## config.mk

```make
export PLATFORM = sky130hd
export DESIGN_NAME = rert_timer
export DESIGN_NICKNAME = d
export VERILOG_FILES = /design/src/rert_pkg.sv /design/src/rert_timer.sv /design/src/rert_sync.sv
export SDC_FILE = /design/constraint.sdc
export NUM_CORES = 1
export LEC_CHECK = 0
export ABC_AREA = 1
export BUFFER_PORTS_ARGS = -buffer_cell sky130_fd_sc_hd__buf_4
export CAP_MARGIN = 10
export CORE_MARGIN = 3
export CORE_UTILIZATION = 35
export CTS_BUF_LIST = sky130_fd_sc_hd__clkbuf_4
export DETAILED_ROUTE_END_ITERATION = 7
export RECOVER_POWER = 25
export SLEW_MARGIN = 0
export SYNTH_ARGS = -nofsm -noshare
export SYNTH_HDL_FRONTEND = slang
export SYNTH_SLANG_ARGS = --single-unit
export TNS_END_PERCENT = 50
```

## constraint.sdc

```tcl
create_clock -name mclk_in -period 2.9 [get_ports mclk_in]
set_input_delay 0.58 -clock mclk_in [delete_from_list [all_inputs] [get_ports mclk_in]]
set_output_delay 0.58 -clock mclk_in [all_outputs]
set_load 0.01 [all_outputs]
```

## src/rert_pkg.sv

```systemverilog
// constants and types for the rising-edge reflex timer
// assumes a single 250 mhz clock domain
//
// Summary of operation
// - a timing run starts on a low-to-high trigger transition, or on enable or timer reset release with trigger high
// - time unit selectable among 1, 10, 100, 1000 or 10000 ms
// - terminal count is any integer from 0 to 32767
// - count upward from zero, stop and hold at the terminal count
// - normal output high while counting, low at zero or terminal count
// - inverted output low while counting, high otherwise
// - after terminal count output stays off until a new trigger edge
// - enabled by high enable bit or always-on; disabled by low or always-off
// - while disabled a started run completes but the output stays frozen
// - on re-enable the block acts at once on latest inputs
// - trigger high at enable counts as an edge; low waits for edge
// - timer reset input is active low; timer idles while it is low
// - reset low mid-count stops count and drives output inactive
// - reset release with trigger high restarts count from zero
// - trigger selectable: constant, module input, virtual, master bit, nest
// - as first nested block the output feeds the second block
// - driven output channel ignores master data; master bit stays an input
package rert_pkg;
   localparam int unsigned clk_mhz = 250;
   localparam int unsigned base_us = 1000;
   localparam int unsigned base_cycles = base_us * clk_mhz;
   localparam logic [17:0] base_max = 18'(base_cycles - 1);
   localparam int unsigned count_w = 15;
   localparam logic [14:0] count_zero = 15'h0000;
   localparam logic [14:0] count_one = 15'h0001;
   localparam logic [13:0] pre_zero = 14'h0000;
   localparam logic [17:0] base_zero = 18'h00000;

   // time unit selection codes
   typedef enum logic [2:0]
   {
      rert_unit_1ms = 3'h0,
      rert_unit_10ms = 3'h1,
      rert_unit_100ms = 3'h2,
      rert_unit_1000ms = 3'h3,
      rert_unit_10000ms = 3'h4
   } rert_unit_t;

   // trigger source selection
   typedef enum logic [2:0]
   {
      rert_src_const = 3'h0,
      rert_src_module = 3'h1,
      rert_src_virtual = 3'h2,
      rert_src_master = 3'h3,
      rert_src_nested = 3'h4
   } rert_src_t;

   typedef enum logic [1:0]
   {
      rert_en_bit = 2'h0,
      rert_en_always = 2'h1,
      rert_en_never = 2'h2
   } rert_en_mode_t;

   typedef enum logic [2:0]
   {
      rert_st_idle = 3'b001,
      rert_st_count = 3'b010,
      rert_st_done = 3'b100
   } rert_state_t;

   // number of 1 ms ticks per unit, minus one
   function automatic logic [13:0] rert_unit_max(input rert_unit_t u);
      case (u)
         rert_unit_1ms: rert_unit_max = 14'h0000;
         rert_unit_10ms: rert_unit_max = 14'h0009;
         rert_unit_100ms: rert_unit_max = 14'h0063;
         rert_unit_1000ms: rert_unit_max = 14'h03e7;
         rert_unit_10000ms: rert_unit_max = 14'h270f;
         default: rert_unit_max = 14'h0000;
      endcase
   endfunction
endpackage

```

## src/rert_timer.sv

```systemverilog
// rising-edge reflex timer with register port and output routing
// assumes island, virtual and master bits arrive asynchronously;
// nested input comes from logic on mclk_in
//
// The address-and-strobe port and the address map were decided locally.
`timescale 1ns/100ps
module rert_timer
(
   input wire logic mclk_in,
   input wire logic nrst_in,
   input wire logic ce_in,
   input wire logic module_bit_in,
   input wire logic virtual_bit_in,
   input wire logic master_bit_in,
   input wire logic enable_bit_in,
   input wire logic timer_rst_n_in,
   input wire logic nested_bit_in,
   input wire logic master_out_bit_in,
   input wire logic [2:0] addr_in,
   input wire logic [15:0] wdata_in,
   input wire logic wr_in,
   input wire logic rd_in,
   output logic [15:0] rdata_out,
   output logic channel_out,
   output logic nested_out,
   output logic running_out
);
   import rert_pkg::*;

   ////////////////////////////////////////////////////////////////////////
   // register map (word index)
   localparam logic [2:0] reg_ctrl = 3'h0;
   localparam logic [2:0] reg_final = 3'h1;
   localparam logic [2:0] reg_status = 3'h2;
   localparam logic [2:0] reg_acc = 3'h3;
   // ctrl fields
   localparam int unsigned f_unit = 0;
   localparam int unsigned f_trg = 3;
   localparam int unsigned f_en = 6;
   localparam int unsigned f_inv = 8;
   localparam int unsigned f_const = 9;
   localparam int unsigned f_nest = 10;
   localparam logic [15:0] ctrl_rst = 16'h0000;
   localparam logic [14:0] final_rst = 15'h0000;

   // one strobe against one decoded word index
   function automatic logic reg_hit(input logic strobe,
                                    input logic [2:0] addr,
                                    input logic [2:0] word);
      reg_hit = strobe && addr == word;
   endfunction

   ////////////////////////////////////////////////////////////////////////
   // input synchronisers
   logic [5:0] sync_q;

   rert_sync u_sync
   (
      .mclk_in(mclk_in),
      .nrst_in(nrst_in),
      .ce_in(ce_in),
      .d_in({master_out_bit_in, timer_rst_n_in, enable_bit_in,
             master_bit_in, virtual_bit_in, module_bit_in}),
      .q_out(sync_q)
   );

   // taps: module, virtual, master, enable, timer reset, channel data
   logic rst_ok;
   logic en_pin;
   logic master_data;
   assign rst_ok = sync_q[4];
   assign en_pin = sync_q[3];
   assign master_data = sync_q[5];

   ////////////////////////////////////////////////////////////////////////
   // register port
   logic [15:0] ctrl_reg;
   logic [15:0] ctrl_next;
   logic [14:0] final_unit_count_reg;
   logic [14:0] final_unit_count_next;
   logic [15:0] rdata_reg;
   logic [15:0] rdata_next;

   rert_unit_t unit_sel;
   rert_src_t trg_sel;
   rert_en_mode_t en_mode;
   logic inv_sel;
   logic const_val;
   logic nest_sel;

   assign unit_sel = rert_unit_t'(ctrl_reg[f_unit +: 3]);
   assign trg_sel = rert_src_t'(ctrl_reg[f_trg +: 3]);
   assign en_mode = rert_en_mode_t'(ctrl_reg[f_en +: 2]);
   assign inv_sel = ctrl_reg[f_inv];
   assign const_val = ctrl_reg[f_const];
   assign nest_sel = ctrl_reg[f_nest];

   ////////////////////////////////////////////////////////////////////////
   // timer state declarations
   rert_state_t state_reg;
   rert_state_t state_next;
   logic [14:0] acc_reg;
   logic [14:0] acc_next;
   logic [17:0] base_reg;
   logic [17:0] base_next;
   logic [13:0] pre_reg;
   logic [13:0] pre_next;
   logic trg_prev_reg;
   logic trg_prev_next;
   logic en_prev_reg;
   logic en_prev_next;
   logic rst_prev_reg;
   logic rst_prev_next;
   logic out_reg;
   logic out_next;
   logic chan_reg;
   logic chan_next;
   logic nout_reg;
   logic nout_next;
   logic run_reg;
   logic run_next;

   always_comb
   begin
      ctrl_next = ctrl_reg;
      final_unit_count_next = final_unit_count_reg;
      rdata_next = 16'h0000;
      // unmapped words read as zero and drop writes
      if (reg_hit(wr_in, addr_in, reg_ctrl))
         ctrl_next = wdata_in;
      if (reg_hit(wr_in, addr_in, reg_final))
         final_unit_count_next = wdata_in[14:0];
      if (rd_in)
      begin
         case (addr_in)
            reg_ctrl: rdata_next = ctrl_reg;
            reg_final: rdata_next = {1'b0, final_unit_count_reg};
            reg_status: rdata_next = {13'h0000, state_reg};
            reg_acc: rdata_next = {1'b0, acc_reg};
            default: rdata_next = 16'h0000;
         endcase
      end
   end

   always_ff @(posedge mclk_in or negedge nrst_in)
   begin
      if (!nrst_in)
      begin
         ctrl_reg <= ctrl_rst;
         final_unit_count_reg <= final_rst;
         rdata_reg <= 16'h0000;
      end
      else if (ce_in)
      begin
         ctrl_reg <= ctrl_next;
         final_unit_count_reg <= final_unit_count_next;
         rdata_reg <= rdata_next;
      end
   end

   ////////////////////////////////////////////////////////////////////////
   // trigger and enable selection
   logic trg;
   logic en;

   always_comb
   begin
      case (trg_sel)
         rert_src_const: trg = const_val;
         rert_src_module: trg = sync_q[0];
         rert_src_virtual: trg = sync_q[1];
         rert_src_master: trg = sync_q[2];
         rert_src_nested: trg = nested_bit_in;
         default: trg = 1'b0;
      endcase
      case (en_mode)
         rert_en_bit: en = en_pin;
         rert_en_always: en = 1'b1;
         rert_en_never: en = 1'b0;
         default: en = 1'b0;
      endcase
   end

   ////////////////////////////////////////////////////////////////////////
   // timer core
   logic start;
   logic tick;
   logic base_wrap;
   logic [13:0] unit_top;

   // divider wraps once per ms; prescaler once per unit. >= keeps a unit
   // change mid-run from stranding the prescaler above its new top
   assign base_wrap = base_reg == base_max;
   assign unit_top = rert_unit_max(unit_sel);

   // trigger edges seen while disabled are not acted on; on enable or on
   // timer reset release a high trigger counts as an edge
   assign start = en && rst_ok && trg &&
                  (!trg_prev_reg || !en_prev_reg || !rst_prev_reg);
   assign tick = base_wrap && pre_reg >= unit_top;

   always_comb
   begin
      state_next = state_reg;
      acc_next = acc_reg;
      base_next = base_reg + 18'h00001;
      pre_next = pre_reg;
      if (base_wrap)
      begin
         base_next = base_zero;
         if (pre_reg >= unit_top)
            pre_next = pre_zero;
         else
            pre_next = pre_reg + 14'h0001;
      end
      trg_prev_next = trg;
      en_prev_next = en;
      rst_prev_next = rst_ok;
      if (!rst_ok)
      begin
         state_next = rert_st_idle;
         acc_next = count_zero;
      end
      else if (start)
      begin
         acc_next = count_zero;
         base_next = base_zero;
         pre_next = pre_zero;
         state_next = (final_unit_count_reg == count_zero) ?
                      rert_st_done : rert_st_count;
      end
      else
      begin
         case (state_reg)
            rert_st_idle: state_next = rert_st_idle;
            rert_st_count:
            begin
               // run completes even while disabled
               if (tick)
               begin
                  acc_next = acc_reg + count_one;
                  if (acc_reg + count_one >= final_unit_count_reg)
                     state_next = rert_st_done;
               end
            end
            rert_st_done: state_next = rert_st_done;
            default: state_next = rert_st_idle;
         endcase
      end
      // output frozen while disabled, except timer reset forces inactive
      run_next = state_next == rert_st_count;
      if (!rst_ok)
         out_next = inv_sel;
      else if (en)
         out_next = run_next ^ inv_sel;
      else
         out_next = out_reg;
      // channel ignores master data once mapped to the block
      if (nest_sel)
      begin
         chan_next = master_data;
         nout_next = out_next;
      end
      else
      begin
         chan_next = out_next;
         nout_next = 1'b0;
      end
   end

   always_ff @(posedge mclk_in or negedge nrst_in)
   begin
      if (!nrst_in)
      begin
         state_reg <= rert_st_idle;
         acc_reg <= count_zero;
         base_reg <= base_zero;
         pre_reg <= pre_zero;
         trg_prev_reg <= 1'b0;
         en_prev_reg <= 1'b0;
         rst_prev_reg <= 1'b0;
         out_reg <= 1'b0;
         chan_reg <= 1'b0;
         nout_reg <= 1'b0;
         run_reg <= 1'b0;
      end
      else if (ce_in)
      begin
         state_reg <= state_next;
         acc_reg <= acc_next;
         base_reg <= base_next;
         pre_reg <= pre_next;
         trg_prev_reg <= trg_prev_next;
         en_prev_reg <= en_prev_next;
         rst_prev_reg <= rst_prev_next;
         out_reg <= out_next;
         chan_reg <= chan_next;
         nout_reg <= nout_next;
         run_reg <= run_next;
      end
   end

   assign rdata_out = rdata_reg;
   assign channel_out = chan_reg;
   assign nested_out = nout_reg;
   assign running_out = run_reg;
endmodule // rert_timer

```

## src/rert_sync.sv

```systemverilog
// two-flop synchroniser for a group of pin-level inputs
// assumes inputs are asynchronous to mclk_in
`timescale 1ns/100ps
module rert_sync
(
   input wire logic mclk_in,
   input wire logic nrst_in,
   input wire logic ce_in,
   input wire logic [5:0] d_in,
   output logic [5:0] q_out
);
   logic [5:0] s1_reg;
   logic [5:0] s2_reg;
   logic [5:0] s1_next;
   logic [5:0] s2_next;

   always_comb
   begin
      s1_next = ce_in ? d_in : s1_reg;
      s2_next = ce_in ? s1_reg : s2_reg;
   end

   always_ff @(posedge mclk_in or negedge nrst_in)
   begin
      if (!nrst_in)
      begin
         s1_reg <= 6'h00;
         s2_reg <= 6'h00;
      end
      else
      begin
         s1_reg <= s1_next;
         s2_reg <= s2_next;
      end
   end

   assign q_out = s2_reg;
endmodule // rert_sync

```

==> results of run 1 <==
-- routing by layer --
layer	global-route usage	wire length, µm	part of all wire	up-vias
li1	-	-	-	2997
met4	0.0580	375	0.021	0
met1	0.242	8460	0.48	2843
met2	0.277	8140	0.46	128
met3	0.0388	798	0.045	28
met5	0	0	0	-
-- metrics by stage --
stage | cells | utilization | hold slack, ns
after global routing | 1189 | 0.442 | 0.188
after global placement | 1145 | 0.408 | 0.458
final | 1189 | 0.442 | 0.226
after floorplan | 855 | - | 0.284
after CTS | 1181 | 0.430 | 0.192
after detailed placement | 1145 | 0.408 | 0.462
-- final timing paths --
path	to	slack, ns	start
max	nested_out$_DFFE_PN0P_	-0.15	acc_reg[0]$_DFFE_PN0P_
min	u_sync.s1_reg[1]$_DFFE_PN0P_	0.23	virtual_bit_in
min in group asynchronous	rdata_out[9]$_DFFE_PN0P_	0.87	nrst_in
min reg2reg	u_sync.s1_reg[5]$_DFFE_PN0P_	0.48	u_sync.s1_reg[5]$_DFFE_PN0P_
max reg2reg	nested_out$_DFFE_PN0P_	-0.15	acc_reg[0]$_DFFE_PN0P_
max in group asynchronous	u_sync.q_out[1]$_DFFE_PN0P_	0.90	nrst_in
-- synth_stat cells, drive strengths merged, types with 2 or more instances --
master and count:
and2 2, inv 131, nand3b 5, nor3 20
o22ai 22, dfrtp 115, buf 7, nand3 59
a31oi 4, nand4 18, ha 29, clkbuf 18
nor4 5, clkinv 2, or2 2, nor2 67
o21ai 94, a221oi 5, a21oi 26, nand2 192
xor2 21
-- final cells by class --
type | instances | area (µm²)
multi-input cells | 581 | 3300
inverters | 133 | 502
repair buffers | 99 | 782
diodes | 1 | 2.50
fillers | 1805 | 10200
flip-flops and latches | 116 | 2900
clock inverters | 12 | 140
clock buffers | 18 | 135
well taps | 229 | 287
-- power groups by stage --
stage / sequential [mW] / clock [mW] / combinational [mW]
floorplan: 2.02 / 0 / 0.766
global placement: 2.09 / 0 / 1.05
detailed placement: 2.10 / 0 / 1.07
CTS: 2.07 / 1.24 / 1.09
global route: 2.10 / 1.32 / 1.32
finish: 2.07 / 1.21 / 1.14
-- repair_timing --
item                                    in CTS  in global routing
pin swaps                                   15                 18
hold buffers                                 1                  0
hold endpoints to repair                    21                  0
resized for setup                           17                 30
buffers inserted                             5                  7
cloned                                       0                  0
endpoints found under the setup margin       6                 28
-- worst max-delay path: cells and delay by family, from the launching register on --
family	cells	cell delay [ns]
flops	1	0.38
fa+ha+maj	1	0.29
simple gates	18	1.76
buf+inv	4	0.32
xor+xnor	1	0.25
-- logic make-up after synthesis --
logic type / synth area share
multiplexers: 0.00171
buffers and inverters: 0.0937
adder cells (fa/ha/maj): 0.0550
XOR/XNOR: 0.0292
flip-flops: 0.440
AO/OA/AOI/OAI: 0.133
AND/OR/NAND/NOR: 0.247
==> out/metrics.cfg, run 1 <==
[synthesis]
synth_edf_count = 0
syn_nets = 915
yosysTopAreaCell = dfrtp_1
synth_area_per_cell_um2 = 7.71
yosys-top-cells-area = dfrtp_1 (44%), nand2_1 (11%), inv_1 (7.2%), o21ai_0 (7.1%), ha_1 (5.5%)
netlist_area_um2 = 6600
synthArstFlopShare = 1.00
ys_ff_latch = 116
ys.flop_type = dfrtp_1
ys_warn_count = 0
synthDominantCellAreaShare = 0.436
ys_types = 43
yosysSeqAreaShare = 0.440
synthCells = 855

[clock_network]
path_clk_slew_ns = 0.11
numCtsBuffers = 17
cts_tree = built
cts_root_buf = clkbuf_4
cts.sinks = 116
insertion_delay_ns = 0.54
clockBufferDepth = 2
htree_levels = 4

[sta]
fin_crit_sh = 1.05
worst_slew_pin_slew_ns = 1.37
setup_ws_ns = -0.154
drv_slew = 0
fin_crit_ns = 3.05
setup_violations = 5
maxSlewHeadroom = 0.0873
rsz0062_at_grt = true
hold_violations = 0
fin_skew_ns = 0.0167
timing.fmax_mhz = 327
setup_tns_ns = -0.601

[grt]
grt_max_degree = 64
antenna_found_initial = 1
grt_pass1_wl_mm = 28.6
grtUsageTotal = 0.176
grt_pass1_vias = 5691
grt-ovfl-total = 0

[pwr]
power_density_nw_per_um2 = 547
pwr-share-seq = 0.468
total_power_mw = 4.41
leakage_nw = 3.93
power_frac_comb = 0.258
power_frac_clock = 0.274
power.net_switching_mw = 1.52
p_int_mw = 2.89
switching_share = 0.344
irDropWorstVdd_mv = 0.229

[placement]
gp_congestion = 0.956
hpwl_mm = 12.8
portBuffers = 49
placed_area_um2 = 7430
post-place-ws_ns = -0.228

[floorplan]
start_util = 0.362
rows = 49
die_w_um = 143
core_um2 = 18200
ios = 50
die_h_um = 143
die-area_um2 = 20500

[final_layout]
final_cell_mix = nand2_1 (186), inv_1 (124), dfrtp_1 (115)
drive_gt1_frac = 0.187
mostFrequentLayoutCell = nand2_1
final_nets = 1008
largest_register_ffs = 18
area_delta_synth_final_pct = 22.2
final_area_um2 = 8060

[drt]
avgRoutedWirePerCell_um = 15.0
vias = 5996
vias_per_cell = 5.04
first_pass_iters = 5
drt_iter0_drc = 340
wirelength_mm = 17.8
drtAntennaViolNets = 0
remaining_drc_errors = 0

[setup_path]
crit_chain = buf_6 > inv_4 > nor3_4 > nand2_1 > nor2_2 > nand4_1 > nor4_2 > xor2_1 > inv_1 > ha_4 > nand2_4 > inv_2 > nand2_2 > nor2_1 > nand2_1 > nand3_2 > nand3_4 > nand2_2 > nand2_1 > nand3_1 > nand2_1 > nand2_1 > nand3_1 > nand2_1
critical_path.most_common_cell = nand2_1
critPathMaxFanout = 3
rr_worst_depth = 24
slowest_delay_ns = 0.38
cp_slowest_cell = dfrtp_1
critical_path_class = flop to flop
arrival_ns = 3.53
crit_path_end_kind = flop
required_ns = 3.37
crit_path_start_kind = flop

[hold_path]
min_path_type = input port to flop
hold_depth = 3

[run_status]
violations = setup timing
outcome = finished with violations

[job]
maxCapViolCount = 0

Note: power is estimated with default switching activity, not from simulation.
==> inputs of run 2 (changes only) <==
--- a/config.mk
+++ b/config.mk
@@ -5,13 +5,14 @@
 export SDC_FILE = /design/constraint.sdc
 export NUM_CORES = 1
 export LEC_CHECK = 0
-export ABC_AREA = 1
+export ABC_AREA = 0
 export BUFFER_PORTS_ARGS = -buffer_cell sky130_fd_sc_hd__buf_4
 export CAP_MARGIN = 10
 export CORE_MARGIN = 3
 export CORE_UTILIZATION = 35
 export CTS_BUF_LIST = sky130_fd_sc_hd__clkbuf_4
 export DETAILED_ROUTE_END_ITERATION = 7
+export GPL_ROUTABILITY_DRIVEN = 0
 export RECOVER_POWER = 25
 export SLEW_MARGIN = 0
 export SYNTH_ARGS = -nofsm -noshare
==> run 2 against run 1 <==
The flow still finishes with violations (setup timing). Register-to-register slack worse by 0.15 ns. Via count is 10% lower. Sequential power is 3% lower. Sequential share of layout area is 1.2 points higher. Largest cell class unchanged.
==> out/metrics.cfg, run 2 <==
[synthesis]
synthDominantCellAreaShare = 0.454  ; +0.0172
yosysTopAreaCell = dfrtp_1
synth.most_common_cell = dfrtp_1
ys.flop_type = dfrtp_1
ys_warn_count = 0  ; unchanged
netlist_area_um2 = 6340  ; -3.8%
synth_edf_count = 0  ; unchanged
synthArstFlopShare = 1.00  ; unchanged
syn_nets = 704  ; -23%
synth_area_per_cell_um2 = 9.85  ; +28%
yosysSeqAreaShare = 0.458  ; +0.0174
ys_ff_latch = 116  ; unchanged
yosys-top-cells-area = dfrtp_1 (45%), ha_1 (5.7%), mux2_2 (5.3%), nand2_1 (4.6%), o21ai_0 (4.4%)
synthCells = 644  ; -25%
synth_common_cells = dfrtp_1 (115), nand2_1 (78), o21ai_0 (56)
ys_types = 63  ; +47%

[placement]
portBuffers = 49  ; unchanged
placed_area_um2 = 7300  ; -1.8%
dpl.cell_count = 931  ; -19%
hpwl_mm = 12.0  ; -6.2%

[pwr]
irDropWorstVdd_mv = 0.281  ; +23%
leakage_nw = 3.51  ; -11%
power.net_switching_mw = 1.36  ; -10%
power_frac_comb = 0.243  ; -0.015
power_frac_clock = 0.281  ; +0.007
switching_share = 0.325  ; -0.0193
power_density_nw_per_um2 = 538  ; -1.7%
pwr-share-seq = 0.476  ; +0.008
p_int_mw = 2.83  ; -2.0%

[floorplan]
rows = 48  ; -2.0%
core_um2 = 17500  ; -3.7%
die_h_um = 141  ; -1.8%
ios = 50  ; unchanged
die-area_um2 = 19800  ; -3.6%
die_w_um = 141  ; -1.8%
start_util = 0.362  ; -0.000393

[final_layout]
mostFrequentLayoutCell = dfrtp_1
drive_gt1_frac = 0.286  ; +0.0989
fillers = 1698  ; -5.9%
final_core_util = 0.445  ; +0.00254
largest_register_ffs = 18  ; unchanged
final_cell_mix = dfrtp_1 (115), buf_4 (90), nand2_1 (75)
final_area_um2 = 7800  ; -3.1%
layoutNonFillerInstCount = 972  ; -18%
final_nets = 793  ; -21%
area_delta_synth_final_pct = 23.0

[setup_path]
crit_path_start_kind = flop
critical_path_class = flop to flop
r2r_end = state_reg[2]$_DFFE_PN0P_
required_ns = 3.37  ; about the same
rr_worst_depth = 17  ; -29%
critPathMaxFanout = 3  ; unchanged
r2r_slack_ns = -0.31  ; -0.15 ns
crit_path_end_kind = flop
arrival_ns = 3.67  ; +0.14 ns
r2r-start = acc_reg[4]$_DFFE_PN0P_

[grt]
antenna_found_initial = 1  ; unchanged
grtUsageTotal = 0.171  ; -0.00503
grt_max_degree = 57  ; -11%
grt_pass1_wl_mm = 27.1  ; -5.1%
grt_pass1_vias = 5207  ; -8.5%
grt-ovfl-total = 0  ; unchanged

[clock_network]
cts.sinks = 116  ; unchanged
path_clk_slew_ns = 0.12  ; about the same
insertion_delay_ns = 0.54  ; about the same
cts_root_buf = clkbuf_4
numCtsBuffers = 17  ; unchanged
cts-hold-fix-buffers = 0  ; -1
cts_tree = built
clockBufferDepth = 2  ; unchanged
htree_levels = 4  ; unchanged

[drt]
vias_per_cell = 5.53  ; +9.6%
first_pass_iters = 5  ; unchanged
vias = 5372  ; -10%
wirelength_mm = 16.9  ; -4.7%
drt_iter0_drc = 486  ; +43%
drtAntennaViolNets = 0  ; unchanged
avgRoutedWirePerCell_um = 17.4  ; +17%
remaining_drc_errors = 0  ; unchanged

[hold_path]
min_to = final_unit_count_reg[3]$_DFFE_PN0P_
min_path_type = input port to flop
min-delay-start = wdata_in[3]
hold_depth = 3  ; unchanged

[sta]
fin_crit_ns = 3.21  ; +0.151 ns
worst_slew_pin_slew_ns = 1.45  ; +0.0857 ns
rsz0062_at_grt = true
setup_violations = 7  ; +2
drv_slew = 0  ; unchanged
maxSlewHeadroom = 0.0301  ; -0.0572
hold_violations = 0  ; unchanged
fin_crit_sh = 1.11  ; +0.0521
timing.fmax_mhz = 312  ; -4.7%
setup_ws_ns = -0.305  ; -0.151 ns
hold_ws_ns = 0.251  ; +0.0250 ns
fin_skew_ns = 0.0190  ; +0.00237 ns

[job]
maxCapViolCount = 0  ; unchanged

[run_status]
violations = setup timing
outcome = finished with violations

[run 2: layout make-up]
cell class,count,area (µm²),area share
Inverter,24,90.1,0.0115
Multi-Input combinational cell,473,3410,0.436
Tap cell,225,282,0.0361
Antenna cell,1,2.50,0.000321
Clock buffer,19,143,0.0183
Sequential cell,116,2900,0.372
Timing Repair Buffer,101,841,0.108
Clock inverter,13,136,0.0175
[run 2: worst max path at each step]
stage | from | end | slack [ns]
global route | acc_reg[2]$_DFFE_PN0P_ | state_reg[2]$_DFFE_PN0P_ | -0.45
finish | acc_reg[4]$_DFFE_PN0P_ | state_reg[2]$_DFFE_PN0P_ | -0.31
detailed placement | acc_reg[4]$_DFFE_PN0P_ | out_reg$_DFFE_PN0P_ | -0.28
global placement | acc_reg[2]$_DFFE_PN0P_ | out_reg$_DFFE_PN0P_ | -0.16
floorplan | acc_reg[2]$_DFFE_PN0P_ | out_reg$_DFFE_PN0P_ | -0.20
CTS | acc_reg[2]$_DFFE_PN0P_ | out_reg$_DFFE_PN0P_ | -0.25
[run 2: what timing repair did]
item | in CTS | in global routing
gates cloned | 0 | 2
gates resized for setup | 9 | 28
pin swaps | 10 | 9
buffers inserted | 3 | 5
endpoints found under the setup margin | 14 | 21
[run 2: per-stage QoR]
stage	setup TNS, ns	worst slack, ns	power [mW]
final	-1.23	-0.305	4.20
after global routing	-2.71	-0.448	4.44
after CTS	-1.00	-0.254	4.17
after detailed placement	-1.23	-0.279	2.96
after global placement	-0.450	-0.159	2.91
after floorplan	-0.599	-0.198	2.55
[run 2: per-layer routing]
layer / part of all wire / track usage
met4: 0.018 / 0.0500
met2: 0.46 / 0.255
met5: 0 / 0
met1: 0.47 / 0.252
met3: 0.050 / 0.0366
[run 2: logic make-up (layout without fill, tap and decap cells)]
family          after synthesis  after routing  synth area share
flops                       116            116             0.458
simple gates                217            217             0.173
mux                          48             48            0.0895
buf+inv                      55            157            0.0375
other cells                   0              1                 0
compound gates              159            159             0.158
xor+xnor                     20             20            0.0276
fa+ha+maj                    29             29            0.0572
[run 2: worst max-delay path, stage by stage, from the launching register on]
cell and delay, ns:
dfrtp_1 0.38, and3_4 0.20, and3_4 0.21, nand3_4 0.09, nor2_4 0.09, and3_4 0.19
and3_4 0.21, xnor2_4 0.12, inv_2 0.06, ha_4 0.27, nand4_1 0.13, buf_4 0.17
nand2b_4 0.13, a311oi_2 0.24, buf_4 0.17, a21oi_2 0.05, o32a_1 0.30, a21oi_1 0.12
[run 2: power by group through the flow]
stage | Clock, mW | Sequential, mW | Combinational, mW
after CTS | 1.22 | 1.99 | 0.956
after global placement | 0 | 2.01 | 0.898
after floorplan | 0 | 1.96 | 0.584
after global routing | 1.29 | 2.02 | 1.13
final | 1.18 | 2.00 | 1.02
after detailed placement | 0 | 2.02 | 0.932
==> inputs of run 3 (changes only) <==
--- a/config.mk
+++ b/config.mk
@@ -9,10 +9,11 @@
 export BUFFER_PORTS_ARGS = -buffer_cell sky130_fd_sc_hd__buf_4
 export CAP_MARGIN = 10
 export CORE_MARGIN = 3
-export CORE_UTILIZATION = 35
+export CORE_UTILIZATION = 50
 export CTS_BUF_LIST = sky130_fd_sc_hd__clkbuf_4
 export DETAILED_ROUTE_END_ITERATION = 7
 export GPL_ROUTABILITY_DRIVEN = 0
+export PLACE_DENSITY = 0.71
 export RECOVER_POWER = 25
 export SLEW_MARGIN = 0
 export SYNTH_ARGS = -nofsm -noshare
==> run 3 against run 2 <==
The flow still finishes with violations (setup timing). Final area is 0.37% lower. Register-to-register slack better by 0.02 ns. Sequential share of layout area is 0.14 points higher. Cell count is 5.5% lower. Routed wire length is 4.0% lower. Power is 3.7% higher. Combinational power hardly changed. Worst hold slack worse by 0.011 ns. Highest routed layer unchanged.
==> out/metrics.cfg, run 3 (synthesis results as in run 2) <==
[run_status]
outcome = finished with violations
violations = setup timing

[drt]
drtAntennaViolNets = 0  ; unchanged
vias = 5406  ; +0.63%
vias_per_cell = 5.88  ; +6.4%
remaining_drc_errors = 0  ; unchanged
drt_iter0_drc = 439  ; -9.7%
first_pass_iters = 4  ; -1
wirelength_mm = 16.3  ; -4.0%
avgRoutedWirePerCell_um = 17.7  ; +1.5%

[clock_network]
cts.sinks = 116  ; unchanged
clockBufferDepth = 2  ; unchanged
numCtsBuffers = 17  ; unchanged
htree_levels = 4  ; unchanged
cts_tree = built
insertion_delay_ns = 0.54  ; about the same
cts_root_buf = clkbuf_4
path_clk_slew_ns = 0.11  ; about the same

[setup_path]
crit_path_start_kind = flop
crit_path_end_kind = flop
r2r_end = out_reg$_DFFE_PN0P_
rr_worst_depth = 16  ; -1
arrival_ns = 3.61  ; -0.06 ns
r2r-start = acc_reg[4]$_DFFE_PN0P_
crit_end = out_reg$_DFFE_PN0P_
critPathMaxFanout = 3  ; unchanged
crit_start = acc_reg[4]$_DFFE_PN0P_
critical_path_class = flop to flop
required_ns = 3.33  ; -0.04 ns
r2r_slack_ns = -0.28  ; +0.02 ns

[final_layout]
drive_gt1_frac = 0.287  ; +0.00114
area_delta_synth_final_pct = 22.5
mostFrequentLayoutCell = dfrtp_1
largest_register_ffs = 18  ; unchanged
final_nets = 797  ; +0.50%
final_cell_mix = dfrtp_1 (115), buf_4 (95), nand2_1 (77)
fillers = 1003  ; -41%

[sta]
hold_ws_ns = 0.239  ; -0.0115 ns
worst_slew_pin_slew_ns = 1.37  ; -0.0887 ns
setup_ws_ns = -0.281  ; +0.0242 ns
hold_violations = 0  ; unchanged
rsz0062_at_grt = true
fin_crit_ns = 3.18  ; -0.0242 ns
drv_slew = 0  ; unchanged
fin_crit_sh = 1.10  ; -0.00835
setup_tns_ns = -1.11  ; +0.115 ns
timing.fmax_mhz = 314  ; +0.76%
maxSlewHeadroom = 0.0893  ; +0.0591
setup_violations = 6  ; -1
fin_skew_ns = 0.0194  ; +0.000331 ns

[floorplan]
die_h_um = 119  ; -16%
ios = 50  ; unchanged
rows = 40  ; -17%
core_um2 = 12200  ; -30%
die_w_um = 119  ; -16%
start_util = 0.520  ; +0.158
die-area_um2 = 14100  ; -29%

[placement]
hpwl_mm = 11.6  ; -3.6%
post-place-ws_ns = -0.257  ; +0.0222 ns
portBuffers = 49  ; unchanged

[grt]
grt_max_degree = 53  ; -7.0%
grt_pass1_vias = 5256  ; +0.94%
antenna_found_initial = 1  ; unchanged
grtUsageTotal = 0.237  ; +0.0663
grt-ovfl-total = 0  ; unchanged
grt_pass1_wl_mm = 26.5  ; -2.2%

[pwr]
total_power_mw = 4.35  ; +3.7%
leakage_nw = 3.55  ; +0.88%
power_density_nw_per_um2 = 560  ; +4.0%
irDropWorstVdd_mv = 0.344  ; +22%

[hold_path]
min_path_type = input port to flop

[job]
maxCapViolCount = 0  ; unchanged

## run 3: cell types whose count changed in the layout (fill, tap and decap cells not counted), moves of 3 or more
cell      previous run  this run
buf_4               90        95
clkinv_4             4         0
ha_1                27        24
ha_4                 2         5
o21ai_0             47        52
o21ai_1             22        15
## run 3: layout make-up
cell class | instances | area [µm²] | area share
inverters | 24 | 90.1 | 0.0116
repair buffers | 105 | 853 | 0.110
clock inverters | 11 | 159 | 0.0204
flip-flops and latches | 116 | 2900 | 0.374
clock buffers | 21 | 158 | 0.0203
well taps | 168 | 210 | 0.0270
multi-input cells | 473 | 3400 | 0.437
diodes | 1 | 2.50 | 0.000322
## run 3: how the worst min path moves through the flow
stage / start / to / slack [ns] / depth (start not counted)
finish: wdata_in[8] / final_unit_count_reg[8]$_DFFE_PN0P_ / 0.24 / 3
global route: enable_bit_in / u_sync.s1_reg[3]$_DFFE_PN0P_ / 0.22 / 2
CTS: nrst_in / rdata_out[0]$_DFFE_PN0P_ / 0.06 / 1
detailed placement: rdata_out[12]$_DFFE_PN0P_ / rdata_out[12]$_DFFE_PN0P_ / 0.47 / 1
global placement: rdata_out[3]$_DFFE_PN0P_ / rdata_out[3]$_DFFE_PN0P_ / 0.47 / 1
floorplan: nrst_in / acc_reg[0]$_DFFE_PN0P_ / 0.28 / 0
## run 3: metal layers
metal / GRT usage / up-vias / share of wire / wire [µm]
met5: 0 / - / 0 / 0
met4: 0.0797 / 0 / 0.016 / 258
met3: 0.0670 / 23 / 0.064 / 1040
met2: 0.353 / 164 / 0.46 / 7440
met1: 0.335 / 2707 / 0.46 / 7520
li1: - / 2512 / - / -
## run 3: worst max-delay path, stage by stage (launching register included)
cell and delay (ns):
dfrtp_1 0.40, and3_4 0.21, and3_4 0.21, nand3_4 0.09
nor2_4 0.10, and3_4 0.19, and3_4 0.18, xnor2_2 0.12
inv_2 0.07, ha_4 0.27, nand4_1 0.10, nor3_1 0.14
o21ai_1 0.10, a311oi_2 0.30, o21a_1 0.20, o211ai_2 0.11
mux2_4 0.27
## run 3: power breakdown
part | leakage, nW | switching (mW) | internal (mW)
clock | 0.171 | 0.621 | 0.713
sequential | 1.51 | 0.187 | 1.81
combinational | 1.86 | 0.522 | 0.500
total | 3.55 | 1.33 | 3.02
## run 3: metrics by stage
stage / utilization / instances / cell area [µm²]
after floorplan: - / 644 / 6410
after global placement: 0.591 / 876 / 7220
after detailed placement: 0.591 / 876 / 7220
after CTS: 0.619 / 910 / 7560
after global routing: 0.637 / 919 / 7770
final: 0.637 / 919 / 7770
## run 3: repair_timing
| item | CTS | global route |
|---|---|---|
| buffers inserted | 2 | 9 |
| endpoints found under the setup margin | 12 | 24 |
| gates resized for setup | 3 | 30 |
| gates cloned | 0 | 2 |
| pin swaps | 6 | 7 |
| hold buffers | 0 | 0 |
